**src/hdl/bsf_pkg.sv**
```systemverilog
// Purpose: shared constants and types for the branch/shift/flag unit
// Assumes: 8-bit AXI4-Lite byte addresses, 32-bit data
// Notes:   instruction encoding is local to this unit
package bsf_pkg;
   localparam int          ADDR_W    = 8;
   localparam int          NUM_GPR   = 16;
   localparam int          NUM_IO    = 32;
   // register map (byte addresses)
   localparam logic [7:0]  OFS_INSTR = 8'h00;
   localparam logic [7:0]  OFS_PC    = 8'h04;
   localparam logic [7:0]  OFS_FLAGS = 8'h08;
   localparam logic [7:0]  OFS_STAT  = 8'h0c;
   localparam logic [1:0]  GPR_PAGE  = 2'h1;   // 0x40..0x7c
   localparam logic [0:0]  IO_PAGE   = 1'h1;   // 0x80..0xfc
   // status word fields
   localparam int          STAT_BUSY  = 0;
   localparam int          STAT_TAKEN = 4;
   localparam int          STAT_CYC   = 8;
   // flag positions inside status_flags
   localparam int          FLG_C = 0;
   localparam int          FLG_Z = 1;
   localparam int          FLG_N = 2;
   localparam int          FLG_V = 3;
   localparam int          FLG_S = 4;
   localparam int          FLG_H = 5;
   localparam int          FLG_T = 6;
   localparam int          FLG_I = 7;
   // reset values and cycle figures
   localparam logic [15:0] RST_PC    = 16'h0000;
   localparam logic [7:0]  RST_FLAGS = 8'h00;
   localparam logic [1:0]  CYC_ONE   = 2'h1;
   localparam logic [1:0]  CYC_TWO   = 2'h2;
   localparam logic [1:0]  RESP_OKAY = 2'h0;
   localparam logic [1:0]  RESP_SLV  = 2'h2;

   typedef enum logic [3:0] {
      CL_BRANCH = 4'h1,
      CL_SHIFT  = 4'h2,
      CL_BITX   = 4'h3,
      CL_IOCLR  = 4'h4,
      CL_FLAG   = 4'h5
   } class_t;

   typedef enum logic [3:0] {
      BR_CARRY_CLEAR  = 4'h0,
      BR_SAME_HIGHER  = 4'h1,
      BR_LOWER        = 4'h2,
      BR_SIGNED_GE    = 4'h3,
      BR_SIGNED_LT    = 4'h4,
      BR_HC_SET       = 4'h5,
      BR_HC_CLEAR     = 4'h6,
      BR_T_SET        = 4'h7,
      BR_T_CLEAR      = 4'h8,
      BR_V_SET        = 4'h9,
      BR_V_CLEAR      = 4'ha,
      BR_IRQ_ENABLED  = 4'hb,
      BR_IRQ_DISABLED = 4'hc
   } cond_t;

   typedef enum logic [3:0] {
      SH_LEFT_LOG  = 4'h0,
      SH_RIGHT_LOG = 4'h1,
      SH_ROT_LEFT  = 4'h2,
      SH_ROT_RIGHT = 4'h3,
      SH_RIGHT_AR  = 4'h4
   } shift_t;

   typedef enum logic [1:0] {
      ST_IDLE  = 2'b00,
      ST_EXEC  = 2'b01,
      ST_TAKEN = 2'b10
   } state_t;

   typedef struct packed {
      class_t      cls;
      logic [3:0]  sub;
      logic [7:0]  data;
   } instr_t;
endpackage : bsf_pkg
```
**src/hdl/branch_shift_flag_exec.sv**
```systemverilog
// Purpose: executes branch, shift, bit-transfer and flag instructions
// Assumes: instructions are written over AXI4-Lite, one at a time
// Notes:   state, working registers and I/O bytes are bus visible
//
// What this block does
// - carry clear/lower branches test carry
// - signed ge branch when N xor V 0
// - signed lt branch when N xor V 1
// - half-carry branches test H
// - transfer branches test T flag
// - overflow branches test V flag
// - interrupt branches test I flag
// - left shift, zero in, ZCNVH updated
// - right shift, zero in, ZCNV updated
// - rotate left through carry, ZCNVH
// - rotate right through carry, ZCNV
// - arithmetic right shift, ZCNV, one cycle
// - clear one I/O bit, flags untouched
// - register bit copied into T
// - T copied into register bit
// - set or clear each flag alone
// - interrupt flag set or cleared alone
//
// The register offsets and the AXI4-Lite register port were chosen for this implementation.
`timescale 1ns/1ps
module branch_shift_flag_exec
   import bsf_pkg::*;
(
   input  wire logic              i_clock,
   input  wire logic              i_rst,
   input  wire logic [ADDR_W-1:0] i_awaddr,
   input  wire logic              i_awvalid,
   output logic                   o_awready,
   input  wire logic [31:0]       i_wdata,
   input  wire logic [3:0]        i_wstrb,
   input  wire logic              i_wvalid,
   output logic                   o_wready,
   output logic [1:0]             o_bresp,
   output logic                   o_bvalid,
   input  wire logic              i_bready,
   input  wire logic [ADDR_W-1:0] i_araddr,
   input  wire logic              i_arvalid,
   output logic                   o_arready,
   output logic [31:0]            o_rdata,
   output logic [1:0]             o_rresp,
   output logic                   o_rvalid,
   input  wire logic              i_rready,
   output logic [15:0]            o_pc,
   output logic [7:0]             o_flags
);

   // ***************************************************
   // functions
   // ***************************************************
   function automatic logic [31:0] merge(input logic [31:0] old,
                                         input logic [31:0] nw,
                                         input logic [3:0]  strb);
      logic [31:0] r;
      r = old;
      for (int b = 0; b < 4; b++) begin
         if (strb[b]) begin
            r[b*8 +: 8] = nw[b*8 +: 8];
         end
      end
      return r;
   endfunction : merge

   function automatic logic cond_met(input logic [3:0] c,
                                     input logic [7:0] f);
      case (cond_t'(c))
         BR_CARRY_CLEAR,
         BR_SAME_HIGHER:  return ~f[FLG_C];
         BR_LOWER:        return f[FLG_C];
         BR_SIGNED_GE:    return ~(f[FLG_N] ^ f[FLG_V]);
         BR_SIGNED_LT:    return f[FLG_N] ^ f[FLG_V];
         BR_HC_SET:       return f[FLG_H];
         BR_HC_CLEAR:     return ~f[FLG_H];
         BR_T_SET:        return f[FLG_T];
         BR_T_CLEAR:      return ~f[FLG_T];
         BR_V_SET:        return f[FLG_V];
         BR_V_CLEAR:      return ~f[FLG_V];
         BR_IRQ_ENABLED:  return f[FLG_I];
         BR_IRQ_DISABLED: return ~f[FLG_I];
         default:         return 1'b0;
      endcase
   endfunction : cond_met

   // returns {result, flags}
   function automatic logic [15:0] shift_exec(input logic [3:0] k,
                                              input logic [7:0] v,
                                              input logic [7:0] f);
      logic [7:0] r;
      logic [7:0] nf;
      logic       c;
      logic       hit;
      r   = v;
      nf  = f;
      c   = f[FLG_C];
      hit = 1'b1;
      case (shift_t'(k))
         SH_LEFT_LOG: begin
            r = {v[6:0], 1'b0};
            c = v[7];
         end
         SH_RIGHT_LOG: begin
            r = {1'b0, v[7:1]};
            c = v[0];
         end
         SH_ROT_LEFT: begin
            r = {v[6:0], f[FLG_C]};
            c = v[7];
         end
         SH_ROT_RIGHT: begin
            r = {f[FLG_C], v[7:1]};
            c = v[0];
         end
         SH_RIGHT_AR: begin
            r = {v[7], v[7:1]};
            c = v[0];
         end
         default: hit = 1'b0;
      endcase
      if (hit) begin
         nf[FLG_Z] = (r == 8'h00);
         nf[FLG_C] = c;
         nf[FLG_N] = r[7];
         nf[FLG_V] = r[7] ^ c;
         // half carry only for the left moves
         if (shift_t'(k) == SH_LEFT_LOG || shift_t'(k) == SH_ROT_LEFT) begin
            nf[FLG_H] = v[3];
         end
      end
      return {r, nf};
   endfunction : shift_exec

   // ***************************************************
   // state
   // ***************************************************
   state_t      state_ff;
   instr_t      ir_ff;
   logic [15:0] pc_ff;
   logic [15:0] target_ff;
   logic [7:0]  flags_ff;
   logic [1:0]  cyc_ff;
   logic        taken_ff;
   logic [7:0]  gpr_ff [NUM_GPR];
   logic [7:0]  io_ff  [NUM_IO];
   logic [ADDR_W-1:0] awaddr_ff;
   logic [31:0] wdata_ff;
   logic [3:0]  wstrb_ff;
   logic        have_aw_ff;
   logic        have_w_ff;

   // ***************************************************
   // execution decode
   // ***************************************************
   logic        exec_now;
   logic        taken;
   logic        wr_gpr;
   logic        wr_io;
   logic [7:0]  rd_val;
   logic [7:0]  io_val;
   logic [7:0]  nxt_res;
   logic [7:0]  nxt_io;
   logic [7:0]  nxt_flags;
   logic [15:0] nxt_target;

   assign exec_now = (state_ff == ST_EXEC);
   assign rd_val   = gpr_ff[ir_ff.data[3:0]];
   assign io_val   = io_ff[ir_ff.data[4:0]];
   assign nxt_target = pc_ff + {{9{ir_ff.data[6]}}, ir_ff.data[6:0]}
                       + 16'h0001;

   always_comb begin
      taken     = 1'b0;
      wr_gpr    = 1'b0;
      wr_io     = 1'b0;
      nxt_res   = rd_val;
      nxt_io    = io_val;
      nxt_flags = flags_ff;
      case (ir_ff.cls)
         CL_BRANCH: taken = cond_met(ir_ff.sub, flags_ff);
         CL_SHIFT: begin
            {nxt_res, nxt_flags} = shift_exec(ir_ff.sub, rd_val, flags_ff);
            wr_gpr = 1'b1;
         end
         CL_BITX: begin
            if (ir_ff.sub[3]) begin
               nxt_res[ir_ff.sub[2:0]] = flags_ff[FLG_T];
               wr_gpr = 1'b1;
            end else begin
               nxt_flags[FLG_T] = rd_val[ir_ff.sub[2:0]];
            end
         end
         CL_IOCLR: begin
            nxt_io = io_val & ~(8'h01 << ir_ff.sub[2:0]);
            wr_io  = 1'b1;
         end
         CL_FLAG: nxt_flags[ir_ff.sub[2:0]] = ir_ff.sub[3];
         default: ;
      endcase
   end

   // ***************************************************
   // bus write side
   // ***************************************************
   logic        wr_go;
   logic        wr_err;
   logic        busy;
   logic [1:0]  wpage;
   assign busy  = (state_ff != ST_IDLE);
   assign wr_go = have_aw_ff & have_w_ff & ~o_bvalid;
   assign wpage = awaddr_ff[7:6];
   assign wr_err = (awaddr_ff[1:0] != 2'h0)
                 | ((wpage == 2'h0) && (awaddr_ff[5:0] > OFS_FLAGS[5:0]));

   always_ff @(posedge i_clock) begin
      if (i_rst) begin
         have_aw_ff <= 1'b0;
         have_w_ff  <= 1'b0;
         awaddr_ff  <= '0;
         wdata_ff   <= '0;
         wstrb_ff   <= '0;
         o_awready  <= 1'b1;
         o_wready   <= 1'b1;
         o_bvalid   <= 1'b0;
         o_bresp    <= RESP_OKAY;
      end else begin
         if (i_awvalid && o_awready) begin
            awaddr_ff  <= i_awaddr;
            have_aw_ff <= 1'b1;
            o_awready  <= 1'b0;
         end
         if (i_wvalid && o_wready) begin
            wdata_ff  <= i_wdata;
            wstrb_ff  <= i_wstrb;
            have_w_ff <= 1'b1;
            o_wready  <= 1'b0;
         end
         if (wr_go) begin
            have_aw_ff <= 1'b0;
            have_w_ff  <= 1'b0;
            o_bvalid   <= 1'b1;
            o_bresp    <= wr_err ? RESP_SLV : RESP_OKAY;
         end
         if (o_bvalid && i_bready) begin
            o_bvalid  <= 1'b0;
            o_awready <= 1'b1;
            o_wready  <= 1'b1;
         end
      end
   end

   // software writes land only while idle; execution owns state otherwise
   logic sw_wr;
   assign sw_wr = wr_go & ~wr_err & ~busy;

   // ***************************************************
   // sequencer, program counter and flags
   // ***************************************************
   always_ff @(posedge i_clock) begin
      if (i_rst) begin
         state_ff  <= ST_IDLE;
         ir_ff     <= '0;
         pc_ff     <= RST_PC;
         target_ff <= RST_PC;
         flags_ff  <= RST_FLAGS;
         cyc_ff    <= '0;
         taken_ff  <= 1'b0;
      end else begin
         case (state_ff)
            ST_IDLE: begin
               if (sw_wr && wpage == 2'h0) begin
                  case (awaddr_ff)
                     OFS_INSTR: begin
                        ir_ff    <= wdata_ff[15:0];
                        state_ff <= ST_EXEC;
                     end
                     OFS_PC: pc_ff <= 16'(merge({16'h0, pc_ff}, wdata_ff,
                                                wstrb_ff));
                     OFS_FLAGS: flags_ff <= 8'(merge({24'h0, flags_ff},
                                                wdata_ff, wstrb_ff));
                     default: ;
                  endcase
               end
            end
            ST_EXEC: begin
               flags_ff <= nxt_flags;
               taken_ff <= taken;
               if (taken) begin
                  target_ff <= nxt_target;
                  state_ff  <= ST_TAKEN;
               end else begin
                  pc_ff    <= pc_ff + 16'h0001;
                  cyc_ff   <= CYC_ONE;
                  state_ff <= ST_IDLE;
               end
            end
            ST_TAKEN: begin
               pc_ff    <= target_ff;
               cyc_ff   <= CYC_TWO;
               state_ff <= ST_IDLE;
            end
            default: state_ff <= ST_IDLE;
         endcase
      end
   end

   // ***************************************************
   // working registers and I/O bytes
   // ***************************************************
   always_ff @(posedge i_clock) begin
      if (i_rst) begin
         for (int i = 0; i < NUM_GPR; i++) gpr_ff[i] <= 8'h00;
         for (int i = 0; i < NUM_IO; i++)  io_ff[i]  <= 8'h00;
      end else if (exec_now) begin
         if (wr_gpr) gpr_ff[ir_ff.data[3:0]] <= nxt_res;
         if (wr_io)  io_ff[ir_ff.data[4:0]]  <= nxt_io;
      end else if (sw_wr && wstrb_ff[0]) begin
         if (wpage == GPR_PAGE) gpr_ff[awaddr_ff[5:2]] <= wdata_ff[7:0];
         if (awaddr_ff[7] == IO_PAGE) io_ff[awaddr_ff[6:2]] <= wdata_ff[7:0];
      end
   end

   // ***************************************************
   // bus read side
   // ***************************************************
   logic [31:0] rd_word;
   logic        rd_err;
   always_comb begin
      rd_word = 32'h0;
      rd_err  = (i_araddr[1:0] != 2'h0);
      if (i_araddr[7] == IO_PAGE) begin
         rd_word[7:0] = io_ff[i_araddr[6:2]];
      end else if (i_araddr[7:6] == GPR_PAGE) begin
         rd_word[7:0] = gpr_ff[i_araddr[5:2]];
      end else begin
         case ({i_araddr[7:2], 2'h0})
            OFS_INSTR: rd_word[15:0] = ir_ff;
            OFS_PC:    rd_word[15:0] = pc_ff;
            OFS_FLAGS: rd_word[7:0]  = flags_ff;
            OFS_STAT: begin
               rd_word[STAT_BUSY]       = busy;
               rd_word[STAT_TAKEN]      = taken_ff;
               rd_word[STAT_CYC +: 2]   = cyc_ff;
            end
            default: rd_err = 1'b1;
         endcase
      end
      if (rd_err) begin
         rd_word = 32'h0;
      end
   end

   always_ff @(posedge i_clock) begin
      if (i_rst) begin
         o_arready <= 1'b1;
         o_rvalid  <= 1'b0;
         o_rdata   <= '0;
         o_rresp   <= RESP_OKAY;
      end else if (i_arvalid && o_arready) begin
         o_arready <= 1'b0;
         o_rvalid  <= 1'b1;
         o_rdata   <= rd_word;
         o_rresp   <= rd_err ? RESP_SLV : RESP_OKAY;
      end else if (o_rvalid && i_rready) begin
         o_rvalid  <= 1'b0;
         o_arready <= 1'b1;
      end
   end

   // ***************************************************
   // visible state
   // ***************************************************
   always_ff @(posedge i_clock) begin
      if (i_rst) begin
         o_pc    <= RST_PC;
         o_flags <= RST_FLAGS;
      end else begin
         o_pc    <= pc_ff;
         o_flags <= flags_ff;
      end
   end

endmodule : branch_shift_flag_exec

```
**config.mk**
```make
export PLATFORM = sky130hd
export DESIGN_NAME = branch_shift_flag_exec
export DESIGN_NICKNAME = d
export VERILOG_FILES = /design/src/hdl/bsf_pkg.sv /design/src/hdl/branch_shift_flag_exec.sv
export SDC_FILE = /design/constraint.sdc
export NUM_CORES = 1
export LEC_CHECK = 0
export BUFFER_PORTS_ARGS = -buffer_cell sky130_fd_sc_hd__buf_2
export CAP_MARGIN = 40
export CORE_MARGIN = 10
export CORE_UTILIZATION = 35
export DETAILED_ROUTE_END_ITERATION = 7
export GPL_ROUTABILITY_DRIVEN = 0
export PLACE_DENSITY = 0.49
export SLEW_MARGIN = 10
export SYNTH_ARGS = -nofsm -noshare
export SYNTH_HDL_FRONTEND = slang
export SYNTH_SLANG_ARGS = --single-unit
```
**constraint.sdc**
```tcl
create_clock -name i_clock -period 8.3 [get_ports i_clock]
set_input_delay 0.415 -clock i_clock [delete_from_list [all_inputs] [get_ports i_clock]]
set_output_delay 0.415 -clock i_clock [all_outputs]
set_load 0.03 [all_outputs]
```
==> flow_metrics.py <==
metrics = {
    "outcome": {
        "status": "finished, final reports clean",
    },
    "synthesis": {
        "postSynthRegisterBits": 525,
        "synthSimpleGateAreaFrac": 0.146,
        "yosys_warnings": 0,
        "fraction_of_registers_with_async_set_reset": 0,
        "post_synth_adder_cell_area": 0.00946,
        "yosysSeqAreaShare": 0.503,
        "yosys.cell_count.top_type": "sky130_fd_sc_hd__nor2_1",
        "synth.area.mux_share": 0.210,
        "synth-compound-area-share": 0.0848,
        "synth_top_family_by_area": "multiplexers",
        "ranking_of_synthesized_cells_by_area": "sky130_fd_sc_hd__edfxtp_1 (40%), sky130_fd_sc_hd__mux4_2 (18%), sky130_fd_sc_hd__dfxtp_1 (9.9%)",
        "cell_area_after_synthesis_sq_um": 28600,
        "synth_top_flop_cell": "sky130_fd_sc_hd__edfxtp_1",
        "netlist.area_leader.share": 0.404,
        "area_leader_netlist": "sky130_fd_sc_hd__edfxtp_1",
        "post_synth_inst_count": 2364,
        "post_synth_xor_area_fraction": 0.00797,
        "synth_cell_types": 85,
        "synth_top_cells_by_count": "sky130_fd_sc_hd__nor2_1 (497), sky130_fd_sc_hd__edfxtp_1 (384), sky130_fd_sc_hd__mux4_2 (225)",
        "synth.avg_cell_area_sq_um": 12.1,
        "synth_edf_count": 384,
    },
    "floorplan": {
        "std_cell_rows": 104,
        "coreArea_sq_um": 80700,
        "die_area_sq_um": 93400,
        "start_util": 0.354,
        "num_io_pins": 124,
        "die_width_um": 306,
        "floorplan.die.height_um": 306,
    },
    "cells_and_area": {
        "layout-drive-gt1-share": 0.220,
        "flow.area_growth_from_synthesis_pct": 13.2,
        "layout.area.seq_sq_um": 14400,
        "n_antenna_cell": 0,
        "num-nets-final": 2482,
        "layout.filler_cells": 7568,
        "multiInputGateArea_sq_um": 13200,
    },
    "setup_path": {
        "cpLargestDelayFamily": "simple AND/OR/NAND/NOR gates",
        "cp-end-kind": "register",
        "largest_driver_fanout_on_the_critical_path": 19,
        "worst_r2r_path_depth": 10,
        "timing.critical_path.required_ps": 8570,
        "cp_slowest_cell": "sky130_fd_sc_hd__nand3b_1",
        "crit_chain": "inv_1 -> ha_1 -> buf_4 -> or3b_4 -> a2111oi_4 -> nand3b_1 -> o21ai_2 -> and2_0 -> nand2_1 -> nand2b_1",
        "critical_path.reg2reg.endpoint": "gpr_ff[14][7]",
        "critical_path_arrival_ps": 5230,
        "timing.critical_path.slowest_cell_delay_ps": 580,
        "timing.reg2reg.setup_slack_ps": 3340,
        "worst_setup_path_start_kind": "register",
        "worstReg2RegStart": "state_ff[1]",
        "timing.setup.critical_path_class": "register to register",
        "critical_path_buf_inv_count": 2,
    },
    "place": {
        "hpwl_um": 66600,
        "port-buffer-count": 87,
    },
    "worst_hold_path": {
        "worst_hold_path.endpoint": "wdata_ff[4]",
        "worstHoldStart": "i_wdata[4]",
        "min_delay_path_depth": 3,
        "worst_hold_path_type": "primary input to register",
    },
    "route": {
        "postRouteWirelength_um": 95600,
        "post_drt_wl_per_cell_um": 27.2,
        "remaining_number_of_nets_flagged_by_the_antenna_check_after_routing": 0,
        "detailedRoute.firstPassIterationCount": 6,
        "drt-initial-drc-count": 1969,
        "vias": 20300,
        "vias_per_cell": 5.79,
        "route.detailed.drc": 0,
    },
    "clocking": {
        "clock-sinks": 525,
        "postCtsHoldBufs": 13,
        "post_cts_resized": 0,
        "cts_inserted_buffers": 58,
        "cts.reportedPaths.clkPinSlew_ps": 60,
        "htree_levels": 2,
        "root_buffer": "sky130_fd_sc_hd__clkbuf_16",
        "cts_tree": "yes",
        "cts_buffer_depth": 3,
        "count_of_buffers_added_by_post_cts_timing_repair_for_setup": 0,
        "clock_latency_ps": 660,
    },
    "sta": {
        "totalNegativeSetupSlack_ps": 0,
        "timing.final.crit_period_ps": 4960,
        "timing.final.setup_violations": 0,
        "worst_clock_skew_ps": 33.0,
        "grt_setup_unrepaired": "no",
        "final_worst_path_cycle_share": 0.598,
        "hold_violations": 0,
        "worst_pin_slew_ps": 984,
        "drv_slew": 0,
        "max_clock_freq_mhz": 202,
        "timing.slew.headroom": 0.344,
    },
    "global_routing": {
        "grt_antenna_before_repair": 2,
        "global_route_wire_length_before_repair_um": 140000,
        "number_of_global_route_vias_before_repair": 20200,
        "grt_remaining_overflow": 0,
        "gr-usage-all-layers": 0.200,
        "pin_count_of_the_biggest_net_entering_global_routing": 104,
    },
    "flow_run": {
        "timing.max_cap.violations": 0,
    },
    "power_and_ir_drop": {
        "p_per_area_nw_per_um2": 190,
        "ir_drop_mv": 0.177,
        "totalPowerFinal_uw": 6140,
        "static-leakage-power_uw": 0.0109,
    },
}
how the worst max path moves through the flow:
stage / from / endpoint / slack, ps / cells past startpoint
2_1_floorplan: state_ff[1] / io_ff[11][0] / 4870 / 11
3_3_place_gp: state_ff[1] / gpr_ff[15][3] / 3540 / 10
3_5_place_dp: state_ff[1] / gpr_ff[14][3] / 3470 / 10
4_1_cts: state_ff[1] / gpr_ff[14][6] / 3420 / 10
5_1_grt: state_ff[1] / gpr_ff[9][1] / 3160 / 10
6_report: state_ff[1] / gpr_ff[14][7] / 3340 / 10
flip-flops by register name (all words and copies together), names as in the netlist, 2 cells and up, named ones only:
signal     count
target_ff     16
state_ff       2
o_rdata       16
cyc_ff         2
gpr_ff       128
awaddr_ff      8
pc_ff         16
o_flags        8
io_ff        256
o_pc          16
ir_ff         16
flags_ff       8
wdata_ff      16
wstrb_ff       2
cell families (layout without fill, tap and decap cells):
| group | count (synthesis) | count (layout) |
|---|---|---|
| other | 1 | 18 |
| muxes | 317 | 317 |
| and+or+nand+nor | 907 | 907 |
| AOI/OAI and AO/OA | 344 | 344 |
| buffers and inverters | 223 | 293 |
| xor gates and xnor gates | 26 | 26 |
| DFF | 525 | 525 |
| adders and majority gates | 21 | 21 |
area by class of cell:
type | count | area share
multi-input combinational | 1633 | 0.409
clock inverter | 29 | 0.00890
sequential | 525 | 0.444
inverter | 26 | 0.00302
tap | 1060 | 0.0410
clock buffer | 80 | 0.0530
timing repair buffer | 158 | 0.0407
power breakdown:
group | switching (uW) | total [uW] | internal (uW)
logic | 314 | 508 | 193
registers | 51.1 | 2930 | 2880
clock network | 1130 | 2700 | 1570
metrics by stage:
| stage | setup WS [ps] | utilization | std cells | instance area (sq um) | hold slack (ps) |
|---|---|---|---|---|---|
| after floorplan | 4870 | - | 2381 | 28600 | 432 |
| after CTS | 3420 | 0.401 | 3511 | 32300 | 0.925 |
| after detailed placement | 3470 | 0.374 | 3389 | 30200 | 446 |
| after global placement | 3540 | 0.368 | 3362 | 29700 | 443 |
| final | 3340 | 0.401 | 3511 | 32300 | 32.7 |
| after global routing | 3160 | 0.401 | 3511 | 32300 | 12.7 |
placed cells by master (no fill, tap or decap), types with 11 or more instances in the layout:
master	Yosys	routed
sky130_fd_sc_hd__xor2_1	13	13
sky130_fd_sc_hd__mux4_2	225	225
sky130_fd_sc_hd__nor2b_1	32	32
sky130_fd_sc_hd__a21oi_1	110	109
sky130_fd_sc_hd__a22oi_1	22	22
sky130_fd_sc_hd__o21ai_0	37	37
sky130_fd_sc_hd__nand2b_1	65	65
sky130_fd_sc_hd__nor3_1	18	18
sky130_fd_sc_hd__a211oi_1	30	30
sky130_fd_sc_hd__nand2_1	149	149
sky130_fd_sc_hd__nand3_1	54	54
sky130_fd_sc_hd__buf_4	48	32
sky130_fd_sc_hd__ha_1	20	20
sky130_fd_sc_hd__clkbuf_16	0	64
sky130_fd_sc_hd__inv_1	22	22
sky130_fd_sc_hd__dlygate4sd3_1	0	13
sky130_fd_sc_hd__nand3_2	11	11
sky130_fd_sc_hd__clkbuf_1	94	11
sky130_fd_sc_hd__clkinv_2	0	16
sky130_fd_sc_hd__nor2_1	497	497
sky130_fd_sc_hd__xnor2_1	13	13
sky130_fd_sc_hd__dfxtp_1	141	138
sky130_fd_sc_hd__conb_1	1	18
sky130_fd_sc_hd__buf_2	35	86
sky130_fd_sc_hd__edfxtp_1	384	384
sky130_fd_sc_hd__a221oi_1	22	22
sky130_fd_sc_hd__mux2i_1	81	81
worst min-delay path, stage by stage:
cell and delay (ps):
sky130_fd_sc_hd__buf_2 100, sky130_fd_sc_hd__nand2_1 60, sky130_fd_sc_hd__a21oi_1 50
routing by layer:
metal,vias to the layer above,share of wire,global-route usage
met5,-,0.00013,0
met4,2,0.037,0.0701
met3,150,0.070,0.0347
met2,819,0.48,0.329
met1,10400,0.42,0.263
li1,8975,-,-
(Power assumes the default switching activity.)
